===== config.mk =====
export PLATFORM = sky130hd
export DESIGN_NAME = apo_port
export DESIGN_NICKNAME = d
export VERILOG_FILES = /design/src/apo_pkg.sv /design/src/apo_port.sv
export VERILOG_INCLUDE_DIRS = /design/src
export SDC_FILE = /design/constraint.sdc
export NUM_CORES = 1
export LEC_CHECK = 0
export BUFFER_PORTS_ARGS = -buffer_cell sky130_fd_sc_hd__buf_2
export CAP_MARGIN = 10
export CORE_MARGIN = 4
export CORE_UTILIZATION = 59
export DETAILED_ROUTE_END_ITERATION = 10
export HOLD_SLACK_MARGIN = 0.03
export PLACE_DENSITY = 0.87
export RECOVER_POWER = 50
export SLEW_MARGIN = 20
export SYNTH_ARGS = -nofsm -noshare
export SYNTH_HDL_FRONTEND = slang
export SYNTH_SLANG_ARGS = --single-unit
export TNS_END_PERCENT = 50

===== constraint.sdc =====
create_clock -name mclk -period 3.2 [get_ports mclk]
set_input_delay 0.48 -clock mclk [delete_from_list [all_inputs] [get_ports mclk]]
set_output_delay 0.48 -clock mclk [all_outputs]
set_load 0.05 [all_outputs]

===== src/apo_consts.svh =====
// constants for the pipelined converter output port
// assumes inclusion by bare name from the package and the design file
`ifndef APO_CONSTS_SVH
`define APO_CONSTS_SVH

// word layout
`define APO_WORD_W 8
`define APO_NIB_W 4
`define APO_UPPER_LSB 4
`define APO_LOWER_LSB 0

// straight binary reference points
`define APO_CODE_ZERO 8'h00
`define APO_CODE_HALF_M1 8'h7F
`define APO_CODE_HALF 8'h80
`define APO_CODE_FULL 8'hFF

// buffering
`define APO_FIFO_DEPTH 8

// timing, clock rates in Hz, latency in half clock cycles
`define APO_MCLK_HZ 100000000
`define APO_CONV_MIN_HZ 20000000
`define APO_CLK_FLOOR_HZ 500000
`define APO_LATENCY_HALF 5

// reset values
`define APO_RST_OE_N 1'b1
`define APO_RST_LANE 1'b0

`endif


===== src/apo_pkg.sv =====
// types shared by the converter output port
// assumes apo_consts.svh is on the include path
`include "apo_consts.svh"

package apo_pkg;

   // pipeline fill progress, gray coded along the fill path
   typedef enum logic [1:0] {
      APO_EMPTY = 2'b00,
      APO_FILL1 = 2'b01,
      APO_FILL2 = 2'b11,
      APO_RUN = 2'b10
   } apo_fill_t;

   // falling edge sample and hold, two lower lanes
   typedef struct packed {
      logic [`APO_WORD_W-1:0] code_a;
      logic [`APO_WORD_W-1:0] code_b;
      logic lane;
      logic last_lane;
      logic taken;
   } apo_hold_t;

   // rising edge pipeline state
   typedef struct packed {
      logic oe_s1;
      logic oe_s2;
      apo_fill_t fill;
      logic [`APO_NIB_W-1:0] upper_stage_result;
      logic up_lane;
      logic [`APO_NIB_W-1:0] lower_stage_result;
      logic [`APO_NIB_W-1:0] lo_upper;
      logic [`APO_WORD_W-1:0] word;
      logic word_v;
      logic overrun;
   } apo_state_t;

endpackage


===== src/apo_port.sv =====
// pipelined two-step converter output port and its capture buffer
// assumes the quantised input code is stable around each falling edge of mclk
`timescale 1ns/1ps
`include "apo_consts.svh"

module apo_fifo #(
   parameter int WIDTH = `APO_WORD_W,
   parameter int DEPTH = `APO_FIFO_DEPTH
) (
   // clock and reset
   input wire logic mclk,
   input wire logic nrst,
   // fill side
   input wire logic [WIDTH-1:0] in_data,
   input wire logic in_valid,
   output logic in_ready,
   // drain side
   output logic [WIDTH-1:0] out_data,
   output logic out_valid,
   input wire logic out_ready
);
   localparam int AW = $clog2(DEPTH);

   typedef struct packed {
      logic [DEPTH-1:0][WIDTH-1:0] mem;
      logic [AW-1:0] wr;
      logic [AW-1:0] rd;
      logic [AW:0] count;
   } apo_fifo_st_t;

   apo_fifo_st_t st_r;
   apo_fifo_st_t st_nxt;
   logic push;
   logic pop;

   initial begin
      if (DEPTH < 2 || (DEPTH & (DEPTH - 1)) != 0) begin
         $error("fifo depth must be a power of two of at least 2");
      end
      if (WIDTH < 1) begin
         $error("fifo width must be at least 1");
      end
   end

   assign in_ready = (st_r.count != DEPTH[AW:0]);
   assign out_valid = (st_r.count != '0);
   assign out_data = st_r.mem[st_r.rd];
   assign push = in_valid && in_ready;
   assign pop = out_valid && out_ready;

   always_comb begin
      st_nxt = st_r;
      if (push) begin
         st_nxt.mem[st_r.wr] = in_data;
         st_nxt.wr = st_r.wr + 1'b1;
      end
      if (pop) begin
         st_nxt.rd = st_r.rd + 1'b1;
      end
      case ({push, pop})
         2'b10: st_nxt.count = st_r.count + 1'b1;
         2'b01: st_nxt.count = st_r.count - 1'b1;
         default: st_nxt.count = st_r.count;
      endcase
   end

   always_ff @(posedge mclk or negedge nrst) begin
      if (!nrst) begin
         st_r <= '0;
      end else begin
         st_r <= st_nxt;
      end
   end
endmodule // apo_fifo

// falling edge sample and hold; lane 0 stands for lower group A, lane 1 for
// lower group B, and each lane keeps its sample for two rising edges
// the two lanes alternate, so a lane is never rewritten while its lower
// nibble is still being resolved
module apo_hold #(
   parameter int WORD_W = `APO_WORD_W
) (
   // clock and reset
   input wire logic mclk,
   input wire logic nrst,
   // quantised input
   input wire logic [WORD_W-1:0] ain_code,
   // held samples
   output apo_pkg::apo_hold_t hold
);
   apo_pkg::apo_hold_t hold_r;
   apo_pkg::apo_hold_t hold_nxt;

   initial begin
      if (WORD_W != `APO_WORD_W) begin
         $error("hold width must match the package word width");
      end
   end

   always_comb begin
      hold_nxt = hold_r;
      hold_nxt.taken = 1'b1;
      hold_nxt.last_lane = hold_r.lane;
      hold_nxt.lane = ~hold_r.lane;
      if (hold_r.lane == 1'b0) begin
         hold_nxt.code_a = ain_code;
      end else begin
         hold_nxt.code_b = ain_code;
      end
   end

   // falling edge register: this is the converter's sample instant
   always_ff @(negedge mclk or negedge nrst) begin
      if (!nrst) begin
         hold_r <= '{
            code_a: '0,
            code_b: '0,
            lane: `APO_RST_LANE,
            last_lane: `APO_RST_LANE,
            taken: 1'b0
         };
      end else begin
         hold_r <= hold_nxt;
      end
   end

   assign hold = hold_r;
endmodule // apo_hold

module apo_port #(
   parameter int WORD_W = `APO_WORD_W,
   parameter int FIFO_DEPTH = `APO_FIFO_DEPTH
) (
   // clock and reset
   input wire logic mclk,
   input wire logic nrst,
   // quantised analog input, 00 at reference_bottom, FF at reference_top
   input wire logic [WORD_W-1:0] ain_code,
   // output enable pin
   input wire logic oe_n,
   // three-state data pins, index 1 is the msb
   output logic [1:WORD_W] data_pin_o,
   output logic [1:WORD_W] data_pin_oe,
   // capture stream
   output logic [WORD_W-1:0] cap_data,
   output logic cap_valid,
   input wire logic cap_ready,
   // buffer status
   output logic buf_ready,
   output logic overrun
);
   // held samples, rising edge pipeline and capture buffer handshake
   apo_pkg::apo_hold_t hold;
   apo_pkg::apo_state_t st_r;
   apo_pkg::apo_state_t st_nxt;
   logic [WORD_W-1:0] upper_src;
   logic [WORD_W-1:0] lower_src;
   logic fifo_in_ready;
   logic fifo_in_valid;

   localparam apo_pkg::apo_state_t ST_RST = '{
      oe_s1: `APO_RST_OE_N,
      oe_s2: `APO_RST_OE_N,
      fill: apo_pkg::APO_EMPTY,
      upper_stage_result: '0,
      up_lane: `APO_RST_LANE,
      lower_stage_result: '0,
      lo_upper: '0,
      word: `APO_CODE_ZERO,
      word_v: 1'b0,
      overrun: 1'b0
   };

   initial begin
      if (WORD_W != `APO_WORD_W) begin
         $error("port width must match the package word width");
      end
      if (WORD_W != 2 * `APO_NIB_W) begin
         $error("port width must be two comparator nibbles");
      end
      if (FIFO_DEPTH < 2) begin
         $error("capture buffer needs at least two words");
      end
   end

   // the falling edge register is the converter's own hold, so the input is
   // not synchronised: two more stages would break the 2.5 cycle latency
   apo_hold #(
      .WORD_W(WORD_W)
   ) u_hold (
      .mclk(mclk),
      .nrst(nrst),
      .ain_code(ain_code),
      .hold(hold)
   );

   // the upper group reads the lane filled at the last falling edge; the
   // lower group reads the lane recorded one edge earlier, which the other
   // lane's sample has left alone
   always_comb begin
      if (hold.last_lane) begin
         upper_src = hold.code_b;
      end else begin
         upper_src = hold.code_a;
      end
      if (st_r.up_lane) begin
         lower_src = hold.code_b;
      end else begin
         lower_src = hold.code_a;
      end
   end

   always_comb begin
      st_nxt = st_r;
      // two stages on the enable pin, it comes from outside the clock domain
      st_nxt.oe_s1 = oe_n;
      st_nxt.oe_s2 = st_r.oe_s1;
      // upper nibble settles on the first rising edge after the sample
      st_nxt.upper_stage_result = upper_src[`APO_UPPER_LSB +: `APO_NIB_W];
      st_nxt.up_lane = hold.last_lane;
      // lower nibble one edge later, with the upper nibble carried along
      st_nxt.lower_stage_result = lower_src[`APO_LOWER_LSB +: `APO_NIB_W];
      st_nxt.lo_upper = st_r.upper_stage_result;
      // combined word on the third rising edge, no recoding of the code
      st_nxt.word = {st_r.lo_upper, st_r.lower_stage_result};
      st_nxt.word_v = (st_r.fill == apo_pkg::APO_FILL2) ||
         (st_r.fill == apo_pkg::APO_RUN);
      case (st_r.fill)
         apo_pkg::APO_EMPTY: begin
            if (hold.taken) begin
               st_nxt.fill = apo_pkg::APO_FILL1;
            end
         end
         apo_pkg::APO_FILL1: begin
            st_nxt.fill = apo_pkg::APO_FILL2;
         end
         apo_pkg::APO_FILL2: begin
            st_nxt.fill = apo_pkg::APO_RUN;
         end
         apo_pkg::APO_RUN: begin
            st_nxt.fill = apo_pkg::APO_RUN;
         end
         default: begin
            st_nxt.fill = apo_pkg::APO_EMPTY;
         end
      endcase
      // sticky until reset: the converter cannot pause, so a word that the
      // buffer refuses is lost and the loss must stay visible
      if (fifo_in_valid && !fifo_in_ready) begin
         st_nxt.overrun = 1'b1;
      end
   end

   always_ff @(posedge mclk or negedge nrst) begin
      if (!nrst) begin
         st_r <= ST_RST;
      end else begin
         st_r <= st_nxt;
      end
   end

   // pin 1 carries the msb; the word is driven even while disabled so the
   // enable alone decides what reaches the bus
   for (genvar i = 1; i <= WORD_W; i++) begin : g_pin
      assign data_pin_o[i] = st_r.word[WORD_W - i];
      assign data_pin_oe[i] = ~st_r.oe_s2;
   end

   // eight words absorb capture stalls; a longer stall sets the overrun flag
   // rather than holding up the converter
   apo_fifo #(
      .WIDTH(WORD_W),
      .DEPTH(FIFO_DEPTH)
   ) u_fifo (
      .mclk(mclk),
      .nrst(nrst),
      .in_data(st_r.word),
      .in_valid(fifo_in_valid),
      .in_ready(fifo_in_ready),
      .out_data(cap_data),
      .out_valid(cap_valid),
      .out_ready(cap_ready)
   );

   // buffer status straight from the flags
   assign fifo_in_valid = st_r.word_v;
   assign buf_ready = fifo_in_ready;
   assign overrun = st_r.overrun;
endmodule // apo_port


==> results of run 1 <==
-- layout make-up --
class                           count  area, um^2  share of cell area (%)
Multi-Input combinational cell    162        1870                    32.2
Timing Repair Buffer               43         210                    3.63
Inverter                            5        18.8                   0.324
Sequential cell                   120        3010                    51.8
Clock inverter                     14         135                    2.33
Clock buffer                       18         428                    7.38
Tap cell                          105         131                    2.27
-- path summary, 6_finish.rpt --
check | startpoint | to | slack (ns) | cells after the start
setup / recovery | u_fifo.st_r[5] | cap_data[7] | 0.41 | 3
hold / removal | cap_ready | u_fifo.st_r[6] | 0.25 | 3
setup reg to reg | u_fifo.st_r[0] | u_fifo.st_r[2] | 0.61 | 10
hold reg to reg | st_nxt[2] | data_pin_o[8] | 0.35 | 0
max in group asynchronous | nrst | u_hold.hold[14] | 0.76 | 2
min in group asynchronous | nrst | st_nxt[10] | 0.50 | 2
-- cell usage after synthesis (all sizes together) --
cell type	n
dfrtp	99
mux2	99
buf	22
dfrtn	19
mux4	16
nand3	6
ha	5
inv	5
nand2	5
xnor2	5
nor2	4
xor2	4
clkbuf	3
nor2b	3
dfstp	2
nand2b	2
nor3	2
nor4b	2
a2111oi	1
a21o	1
a21oi	1
clkdlybuf4s18	1
conb	1
nand3b	1
nand4	1
nor3b	1
nor4	1
or2	1
-- report_power, final --
| group | switching, mW | leakage, nW | internal, mW |
|---|---|---|---|
| Sequential | 0.408 | 1.40 | 2.05 |
| Clock | 0.720 | 0.283 | 1.07 |
| Combinational | 1.22 | 0.822 | 1.17 |
| Total | 2.34 | 2.51 | 4.29 |
-- cells by family (layout without fill, tap and decap cells) --
kind of cell | count (synthesis) | after routing | synth area share (%)
AO/OA/AOI/OAI | 3 | 3 | 0.441
XOR/XNOR | 9 | 9 | 1.54
adder cells (fa/ha/maj) | 5 | 5 | 1.23
buffers and inverters | 31 | 80 | 4.00
flip-flops | 120 | 120 | 58.9
multiplexers | 115 | 115 | 28.9
other | 1 | 1 | 0.0735
AND/OR/NAND/NOR | 29 | 29 | 4.90
-- metal layers --
layer	up-vias	share of wire (%)
li1	1195	-
met2	43	52
met3	9	4.7
met4	0	1.2
met5	-	0
met1	1314	42
-- worst max-delay path: stages (launching register included) --
cell	delay [ns]
dfrtp_1	0.88
mux4_2	0.42
mux2_2	0.28
buf_2	0.21
-- flip-flops by register name, indices dropped and copies added, names as in the netlist --
name and flops:
overrun 1, fifo_in_valid 1, data_pin_o 8, u_hold.hold 19, st_nxt 13, st_r 4
u_fifo.st_r 74
-- per-stage QoR --
stage | instances | hold WS [ns] | util, % | total power, mW | instance area, um^2
floorplan | 313 | 0.184 | - | 4.44 | 5100
global placement | 433 | 0.332 | 63.4 | 4.80 | 5260
detailed placement | 433 | 0.335 | 63.4 | 4.91 | 5260
CTS | 466 | 0.0394 | 70.3 | 6.73 | 5840
global route | 467 | 0.240 | 69.9 | 7.00 | 5800
finish | 467 | 0.245 | 69.9 | 6.63 | 5800
-- repair_timing --
action,4_1_cts,5_1_grt
setup buffers,0,0
hold endpoints to repair,23,1
hold buffers,1,1
==> summary.md, run 1 <==
| Metric | Value |
|---|---|
| Area contributors post-synth | dfrtp_1, mux2_2, dfrtn_1, mux4_2, buf_4 |
| GRT met3 Usage | under 10% |
| Via/cell ratio | ~5.5 |
| Final Critical Period | about 2.8 ns |
| # DRC | 0 |
| Worst Hold Class | input pin to flop |
| Setup ws final | approximately 0.41 ns |
| Number of cell rows | 33 |
| All-Layer GR Usage | 18.8% |
| Seq/Total Area, Yosys | between 50% and 60% |
| Number of max-cap violations | 0 |
| Clock transition at path regs | approximately 0.06 ns |
| Status | finished, final reports clean |
| Slew margin rel. | 1.36% |
| CP Max Fanout | 18 |
| Yosys top cell by area | dfrtp_1 |
| Drt first pass iters | 4 |
| Setup violators final | 0 |
| Initial antenna violation count | 0 |
| Lkg Pwr | between 2 and 3 nW |
| Htree depth | 4 |
| Syn Inst Count | 313 |
| Die width | a little over 100 um |
| CTS Root Cell | clkbuf_8 |
| Hold Vio Cnt, Final | 0 |
| P&R area growth vs syn | 13.6% |
| WP data required | ~2.7 ns |
| Drt wl/cell | around 18 um |
| Pwr dens | 1140 nW/um^2 |
| DP Worst Slack | slightly below 0.6 ns |
| Skew final | slightly below 0.07 ns |
| Post-CTS sizing | 0 |
| Worst setup SP type | flop |
| First-pass GRT wire length | ~14,000 um |
| Setup Crit Path Kind | flop to output pin |
| Number of global-route vias before repair | 2,741 |
| Commonest non-fill, non-tap cells in the layout | mux2_2, dfrtp_1, buf_2, dfrtn_1 |
| Fillcell total | roughly 560 |
| Pins Over Slew Limit | 0 |
| Ports | 39 |
| Max Clock Freq | around 360 MHz |
| Initial Util | 61.5% |
| Sinks on Clock Net | between 100 and 150 |
| Synth Cell Area | 5100 um^2 |
| VDD IR max | ~0.65 mV |
| Diode count | 0 |
| Final period utilization | a little under 90% |
| Measured slew at the worst slew-check pin | around 1.5 ns |
| Critical Path End Type | output pin |
| Hpwl dp | about 5400 um |
| Clk buf depth | 2 |
| #FFs+latches synth | 120 |
| M2 GR Usage | 30.8% |
| Largest net degree at the start of global routing | 63 |
| Synth top area share | just under 50% |
| Worst skew pair latency | ~0.51 ns |
| Via count | roughly 2,600 |
| Die Area | 10,200 um^2 |
| Setup_tns | 0 ns |
| Fraction of layout cells with a size suffix above 1 | approximately half |
| Initial drt markers | ~100 |
| Antenna Violating Nets Remaining | 0 |
| Unrepaired setup endpoints after global routing | no |
| GRT overflow | 0 |
| Crit path DAT | between 2 and 2.5 ns |
| Yosys Warn Count | 0 |
| Number of I/O port buffers | 38 |
| GRT busiest layer | met2 |
| Core Box Area | a little over 8000 um^2 |
| Num CTS Buffers | 17 |
| Total Wirelength | around 8400 um |
| CTS tree | done |
| Post-synth cell types | 37 |
| Die H | about 100 um |
| Post-Syn Area per Cell | 16.3 um^2 |
| Global placement routability congestion | 0.726 |
| Met1 Use GR | a little under a quarter |
| Synth Net Count | between 300 and 400 |
| Nets@finish | about 370 |
Note: power is estimated with default switching activity, not from simulation.
==> run 2: changes to the inputs <==
--- a/config.mk
+++ b/config.mk
@@ -9,10 +9,10 @@
 export BUFFER_PORTS_ARGS = -buffer_cell sky130_fd_sc_hd__buf_2
 export CAP_MARGIN = 10
 export CORE_MARGIN = 4
-export CORE_UTILIZATION = 59
+export CORE_UTILIZATION = 54
 export DETAILED_ROUTE_END_ITERATION = 10
 export HOLD_SLACK_MARGIN = 0.03
-export PLACE_DENSITY = 0.87
+export PLACE_DENSITY = 0.85
 export RECOVER_POWER = 50
 export SLEW_MARGIN = 20
 export SYNTH_ARGS = -nofsm -noshare
==> constraint.sdc (replaced) <==
create_clock -name mclk -period 2.5 [get_ports mclk]
set_input_delay 0.375 -clock mclk [delete_from_list [all_inputs] [get_ports mclk]]
set_output_delay 0.375 -clock mclk [all_outputs]
set_load 0.05 [all_outputs]
==> run 2 against run 1 <==
- global-route usage is 0.50 points lower
- critical path type unchanged
- count of clock-buffer cells in the layout is 1 lower
- utilization is 4.4 points lower
- highest routed layer unchanged
- clock skew is 0.0086 ns higher
- largest cell class unchanged
- critical endpoint is now cap_data[4]
- first-iteration DRC count is 2.9% lower
- clock power is 30% higher
- register-to-register slack worse by 0.53 ns
- largest power group is now combinational cells
- sequential share of layout area is 2.1 points lower
- combinational power is 51% higher
- cell count is 7.1% higher
==> summary.md, run 2 (synthesis gave the netlist of run 1 again) <==
| Metric | Value |
|---|---|
| Total power | 9.11 mW |
| First-pass GRT wire length | about 15,000 um |
| WP data required | roughly 2.1 ns |
| Largest register by flop count | u_fifo.st_r |
| Drt wl/cell | 18.3 um |
| Pwr dens | approximately 1500 nW/um^2 |
| Commonest non-fill, non-tap cell in the layout | dfrtp_1 |
| Num CTS Buffers | 17 |
| Die width | 105 um |
| Total Wirelength | ~9100 um |
| Antenna Violating Nets Remaining | 0 |
| DP Worst Slack | 0.197 ns |
| Initial antenna violation count | 0 |
| CTS Root Cell | clkbuf_8 |
| Clk buf depth | 2 |
| Final Critical Period | between 2 and 2.5 ns |
| Setup violators final | 0 |
| Max incr delay on CP | 0.52 ns |
| Number of cell rows | 35 |
| Ports | 39 |
| Worst R2R Path Depth | 8 |
| Max Clock Freq | approximately 400 MHz |
| CTS tree | done |
| Initial Util | a little under three fifths |
| Pins Over Slew Limit | 0 |
| Number of global-route vias before repair | roughly 2,900 |
| Via/cell ratio | approximately 5.4 |
| Slew margin rel. | between 30% and 40% |
| Critical Path End Type | output pin |
| Skew final | between 0.07 and 0.08 ns |
| Commonest non-fill, non-tap cells in the layout | dfrtp_1, mux2_2, buf_2, dfrtn_1 |
| Htree depth | 4 |
| Slowest CP cell | mux4_2 |
| Setup ws final | 0.00210 ns |
| VDD IR max | about 0.62 mV |
| Lkg Pwr | between 2 and 3 nW |
| CP Max Fanout | 8 |
| Global placement routability congestion | just under 0.8 |
| Crit path DAT | approximately 2.1 ns |
| P&R area growth vs syn | 18.5% |
| Worst setup SP type | flop |
| Unrepaired setup endpoints after global routing | yes |
| Nets@finish | 375 |
| Sinks on Clock Net | between 100 and 150 |
| # DRC | 0 |
| Largest net degree at the start of global routing | 62 |
| Hold Vio Cnt, Final | 0 |
| Hpwl dp | around 5400 um |
| Reg2reg start | u_fifo.st_r[1] |
| Worst Hold Class | input pin to flop |
| Die H | roughly 110 um |
| Drt first pass iters | 4 |
| Worst setup path start | u_fifo.st_r[4] |
| Number of max-cap violations | 0 |
| Setup Crit Path Kind | flop to output pin |
| Initial drt markers | around 100 |
| Cell count along the critical path | 5 |
| All-Layer GR Usage | a little under a fifth |
| Worst Path Buf+Inv | 3 |
| Clock transition at path regs | 0.06 ns |
| Final period utilization | ~100% |
| Diode count | 0 |
| Worst skew pair latency | 0.52 ns |
| Status | finished, final reports clean |
| Via count | between 2,000 and 3,000 |
| Number of I/O port buffers | 38 |
| Measured slew at the worst slew-check pin | 0.951 ns |
| Fraction of layout cells with a size suffix above 1 | 55.0% |
| Max reg flops | between 70 and 80 |
| Hold path start | cap_ready |
| GRT overflow | 0 |
| Core Box Area | just over 9000 um^2 |
| Cell family with most CP delay | multiplexers |
| CP Cell Sequence | buf_12, buf_16, mux4_2, mux2_4, buf_6 |
| Die Area | 11,100 um^2 |
| Worst Hold Depth | 3 |
[run 2: where the power goes]
part	leakage (nW)	internal, mW	total (mW)	switching [mW]
logic	0.936	1.93	3.62	1.69
registers	1.40	2.62	3.16	0.543
clock network	0.270	1.36	2.32	0.963
[run 2: final cells by class]
class	count	area [um^2]
clock buffer	17	414
clock inverter	15	158
fill	654	3190
inverter	5	18.8
multi-input combinational	162	1890
sequential	120	3010
tap	129	161
timing repair buffer	52	397
[run 2: routing by layer]
metal / global-route usage, % / up-vias / routed length, um
met5: 0 / - / 0
met4: 6.00 / 0 / 79
met3: 5.99 / 9 / 344
met2: 31.7 / 50 / 5010
met1: 21.5 / 1413 / 3720
li1: - / 1211 / -
[run 2: worst register-to-register path: cells and delay by family, from the launching register on]
kind            cells  cell delay (ns)
xor+xnor            1             0.14
simple gates        4             0.91
fa+ha+maj           1             0.26
buf+inv             1             0.09
compound gates      1             0.43
flops               1             0.46
[run 2: worst paths after layout]
path                                   to  slack [ns]
setup / recovery              cap_data[4]       0.002
hold / removal             u_fifo.st_r[6]        0.15
setup reg to reg           u_fifo.st_r[3]        0.08
hold reg to reg                 st_nxt[8]        0.35
max in group asynchronous  u_hold.hold[6]        0.14
min in group asynchronous       st_nxt[3]        0.54
[run 2: metrics by stage]
step	TNS [ns]	cells	instance area, um^2	hold WS [ns]	util [%]
2_1_floorplan	0	313	5100	0.0794	-
3_3_place_gp	0	461	5340	0.334	57.8
3_5_place_dp	0	461	5340	0.336	57.8
4_1_cts	-0.0343	500	6080	0.111	65.8
5_1_grt	-1.58	500	6050	0.138	65.4
6_report	0	500	6050	0.149	65.4
[run 2: timing repair]
action | 4_1_cts | 5_1_grt
cloned | 2 | 0
setup buffers | 3 | 0
endpoints found under the hold margin | 19 | 0
hold buffers | 2 | 0
gates resized for setup | 22 | 2
setup endpoints to repair | 8 | 9
==> run 3: changes to the inputs <==
--- a/config.mk
+++ b/config.mk
@@ -14,6 +14,7 @@
 export HOLD_SLACK_MARGIN = 0.03
 export PLACE_DENSITY = 0.85
 export RECOVER_POWER = 50
+export REMOVE_ABC_BUFFERS = 1
 export SLEW_MARGIN = 20
 export SYNTH_ARGS = -nofsm -noshare
 export SYNTH_HDL_FRONTEND = slang
==> run 3 against run 2 <==
- sequential cell count unchanged
- utilization decreased by 0.77 points
- first-iteration DRC count unchanged
- critical path depth decreased by 1
- fmax increased by 2.4%
- count of clock-buffer cells in the layout increased by 4
- clock skew decreased by 0.0043 ns
- via count decreased by 0.26%
- largest power group unchanged
- highest routed layer unchanged
==> summary.md, run 3 (synthesis gave the netlist of run 1 again) <==
| Metric | Value |
|---|---|
| Status | finished, final reports clean |
| Worst Hold Class | input pin to flop |
| Slowest CP cell | mux4_2 |
| Drt first pass iters | 4 |
| Number of global-route vias before repair | 3,027 |
| Max reg flops | between 70 and 80 |
| Via/cell ratio | 5.40 |
| Number of cell rows | 35 |
| Num CTS Buffers | 17 |
| First-pass GRT wire length | 15,700 um |
| # DRC | 0 |
| Max incr delay on CP | 0.51 ns |
| Unrepaired setup endpoints after global routing | yes |
| Lkg Pwr | between 2 and 3 nW |
| Fraction of layout cells with a size suffix above 1 | between 50% and 60% |
| Number of max-cap violations | 0 |
| All-Layer GR Usage | 19.0% |
| Worst Path Buf+Inv | 2 |
| CP Max Fanout | 8 |
| Global placement routability congestion | 0.742 |
| Measured slew at the worst slew-check pin | 0.716 ns |
| Diode count | 0 |
| Clock transition at path regs | roughly 0.06 ns |
| Commonest non-fill, non-tap cells in the layout | dfrtp_1, mux2_2, clkbuf_1, dfrtn_1, clkbuf_16 |
| Clk buf depth | 2 |
| FF/Latch Area | between 3000 and 4000 um^2 |
| DP Cell Count | 460 |
| Drt wl/cell | between 15 and 20 um |
| Worst skew pair latency | ~0.52 ns |
| Setup violators final | 0 |
| Number of I/O port buffers | 38 |
| WP data required | between 2 and 2.5 ns |
| Largest net degree at the start of global routing | 53 |
| Crit path DAT | between 2 and 2.5 ns |
| Final Critical Period | roughly 2.4 ns |
| Total Wirelength | 9270 um |
| CTS Root Cell | clkbuf_8 |
| Skew final | between 0.07 and 0.08 ns |
| Fillcell total | around 650 |
| Pins Over Slew Limit | 0 |
| Nets@finish | approximately 370 |
| Ports | 39 |
| Initial antenna violation count | 0 |
| Final instance area | ~6000 um^2 |
| Setup Crit Path Kind | flop to output pin |
| Largest register by flop count | u_fifo.st_r |
| Antenna Violating Nets Remaining | 0 |
| Die H | around 110 um |
| Pwr dens | about 1500 nW/um^2 |
| Initial drt markers | just over 100 |
| Slew margin rel. | a little over half |
| Commonest non-fill, non-tap cell in the layout | dfrtp_1 |
| Placed Area | ~5300 um^2 |
| Finished Layout Cells | 496 |
| Sinks on Clock Net | 120 |
| Worst setup SP type | flop |
| Via count | about 2,700 |
| Initial Util | between 50% and 60% |
| Cell family with most CP delay | multiplexers |
| Hold Vio Cnt, Final | 0 |
| Die width | 105 um |
| CP Cell Sequence | buf_12, mux4_2, mux2_4, buf_8 |
| Htree depth | 4 |
| CTS tree | done |
| Setup_tns | 0 ns |
| VDD IR max | between 0.9 and 1 mV |
| GRT overflow | 0 |
| Multi-input logic area | 1880 um^2 |
| P&R area growth vs syn | 17.1% |
| Core Box Area | 9240 um^2 |
| Hpwl dp | around 5700 um |
| Final period utilization | between 90% and 100% |
| Critical Path End Type | output pin |
| Die Area | around 11,000 um^2 |
| Max Clock Freq | 410 MHz |
| Hold Slack | ~0.13 ns |
-- run 3: worst paths after layout --
check,from,to,slack [ns],cells after the start
worst max register to register,u_fifo.st_r[1],u_fifo.st_r[2],0.23,11
worst max-delay path,u_fifo.st_r[4],cap_data[6],0.06,4
worst min register to register,st_nxt[3],data_pin_o[7],0.35,0
worst min-delay path,cap_ready,u_fifo.st_r[6],0.13,3
max in group asynchronous,nrst,u_fifo.st_r[5],0.41,4
min in group asynchronous,nrst,st_nxt[6],0.36,2
-- run 3: layer usage --
metal / vias to the layer above / track usage, % / wire length, um
met5: - / 0 / 0
met4: 0 / 7.97 / 182
met3: 18 / 5.81 / 431
met2: 61 / 30.8 / 4880
met1: 1393 / 23.7 / 3770
li1: 1204 / - / -
-- run 3: per-stage QoR --
| step | total power [mW] | util, % | setup WS (ns) |
|---|---|---|---|
| 5_1_grt | 9.50 | 64.7 | -0.00283 |
| 3_5_place_dp | 6.36 | 57.7 | 0.213 |
| 3_3_place_gp | 6.20 | 57.7 | 0.311 |
| 4_1_cts | 9.18 | 65.6 | -0.00997 |
| 6_report | 9.04 | 64.7 | 0.0615 |
| 2_1_floorplan | 5.58 | - | -0.475 |
-- run 3: area by class of cell --
type | instances | area share (%)
clock buffers | 21 | 7.89
clock inverters | 11 | 1.86
inverters | 5 | 0.314
repair buffers | 48 | 5.44
flip-flops and latches | 120 | 50.3
multi-input cells | 162 | 31.4
well taps | 129 | 2.70
-- run 3: worst reg2reg max path, cell delays in order (launching register included) --
cell and delay, ns:
dfrtp_1 0.48, nor3_2 0.22, nand2b_1 0.10, nand2_1 0.13, inv_1 0.08, ha_1 0.27
xor2_1 0.17, ha_1 0.19, a21oi_1 0.14, xor2_1 0.16, nor2_1 0.07, xor2_1 0.14
-- run 3: what timing repair did --
item / CTS / global route
endpoints found under the hold margin: 15 / 0
resized for setup: 24 / 7
endpoints found under the setup margin: 8 / 9
gates cloned: 1 / 0
buffers inserted: 3 / 0
hold buffers: 2 / 0
-- run 3: power by group --
| part | leakage [nW] | switching (mW) | internal, mW |
|---|---|---|---|
| combinational | 0.885 | 1.63 | 1.89 |
| clock | 0.280 | 0.901 | 1.45 |
| sequential | 1.40 | 0.558 | 2.62 |
| total | 2.57 | 3.09 | 5.96 |
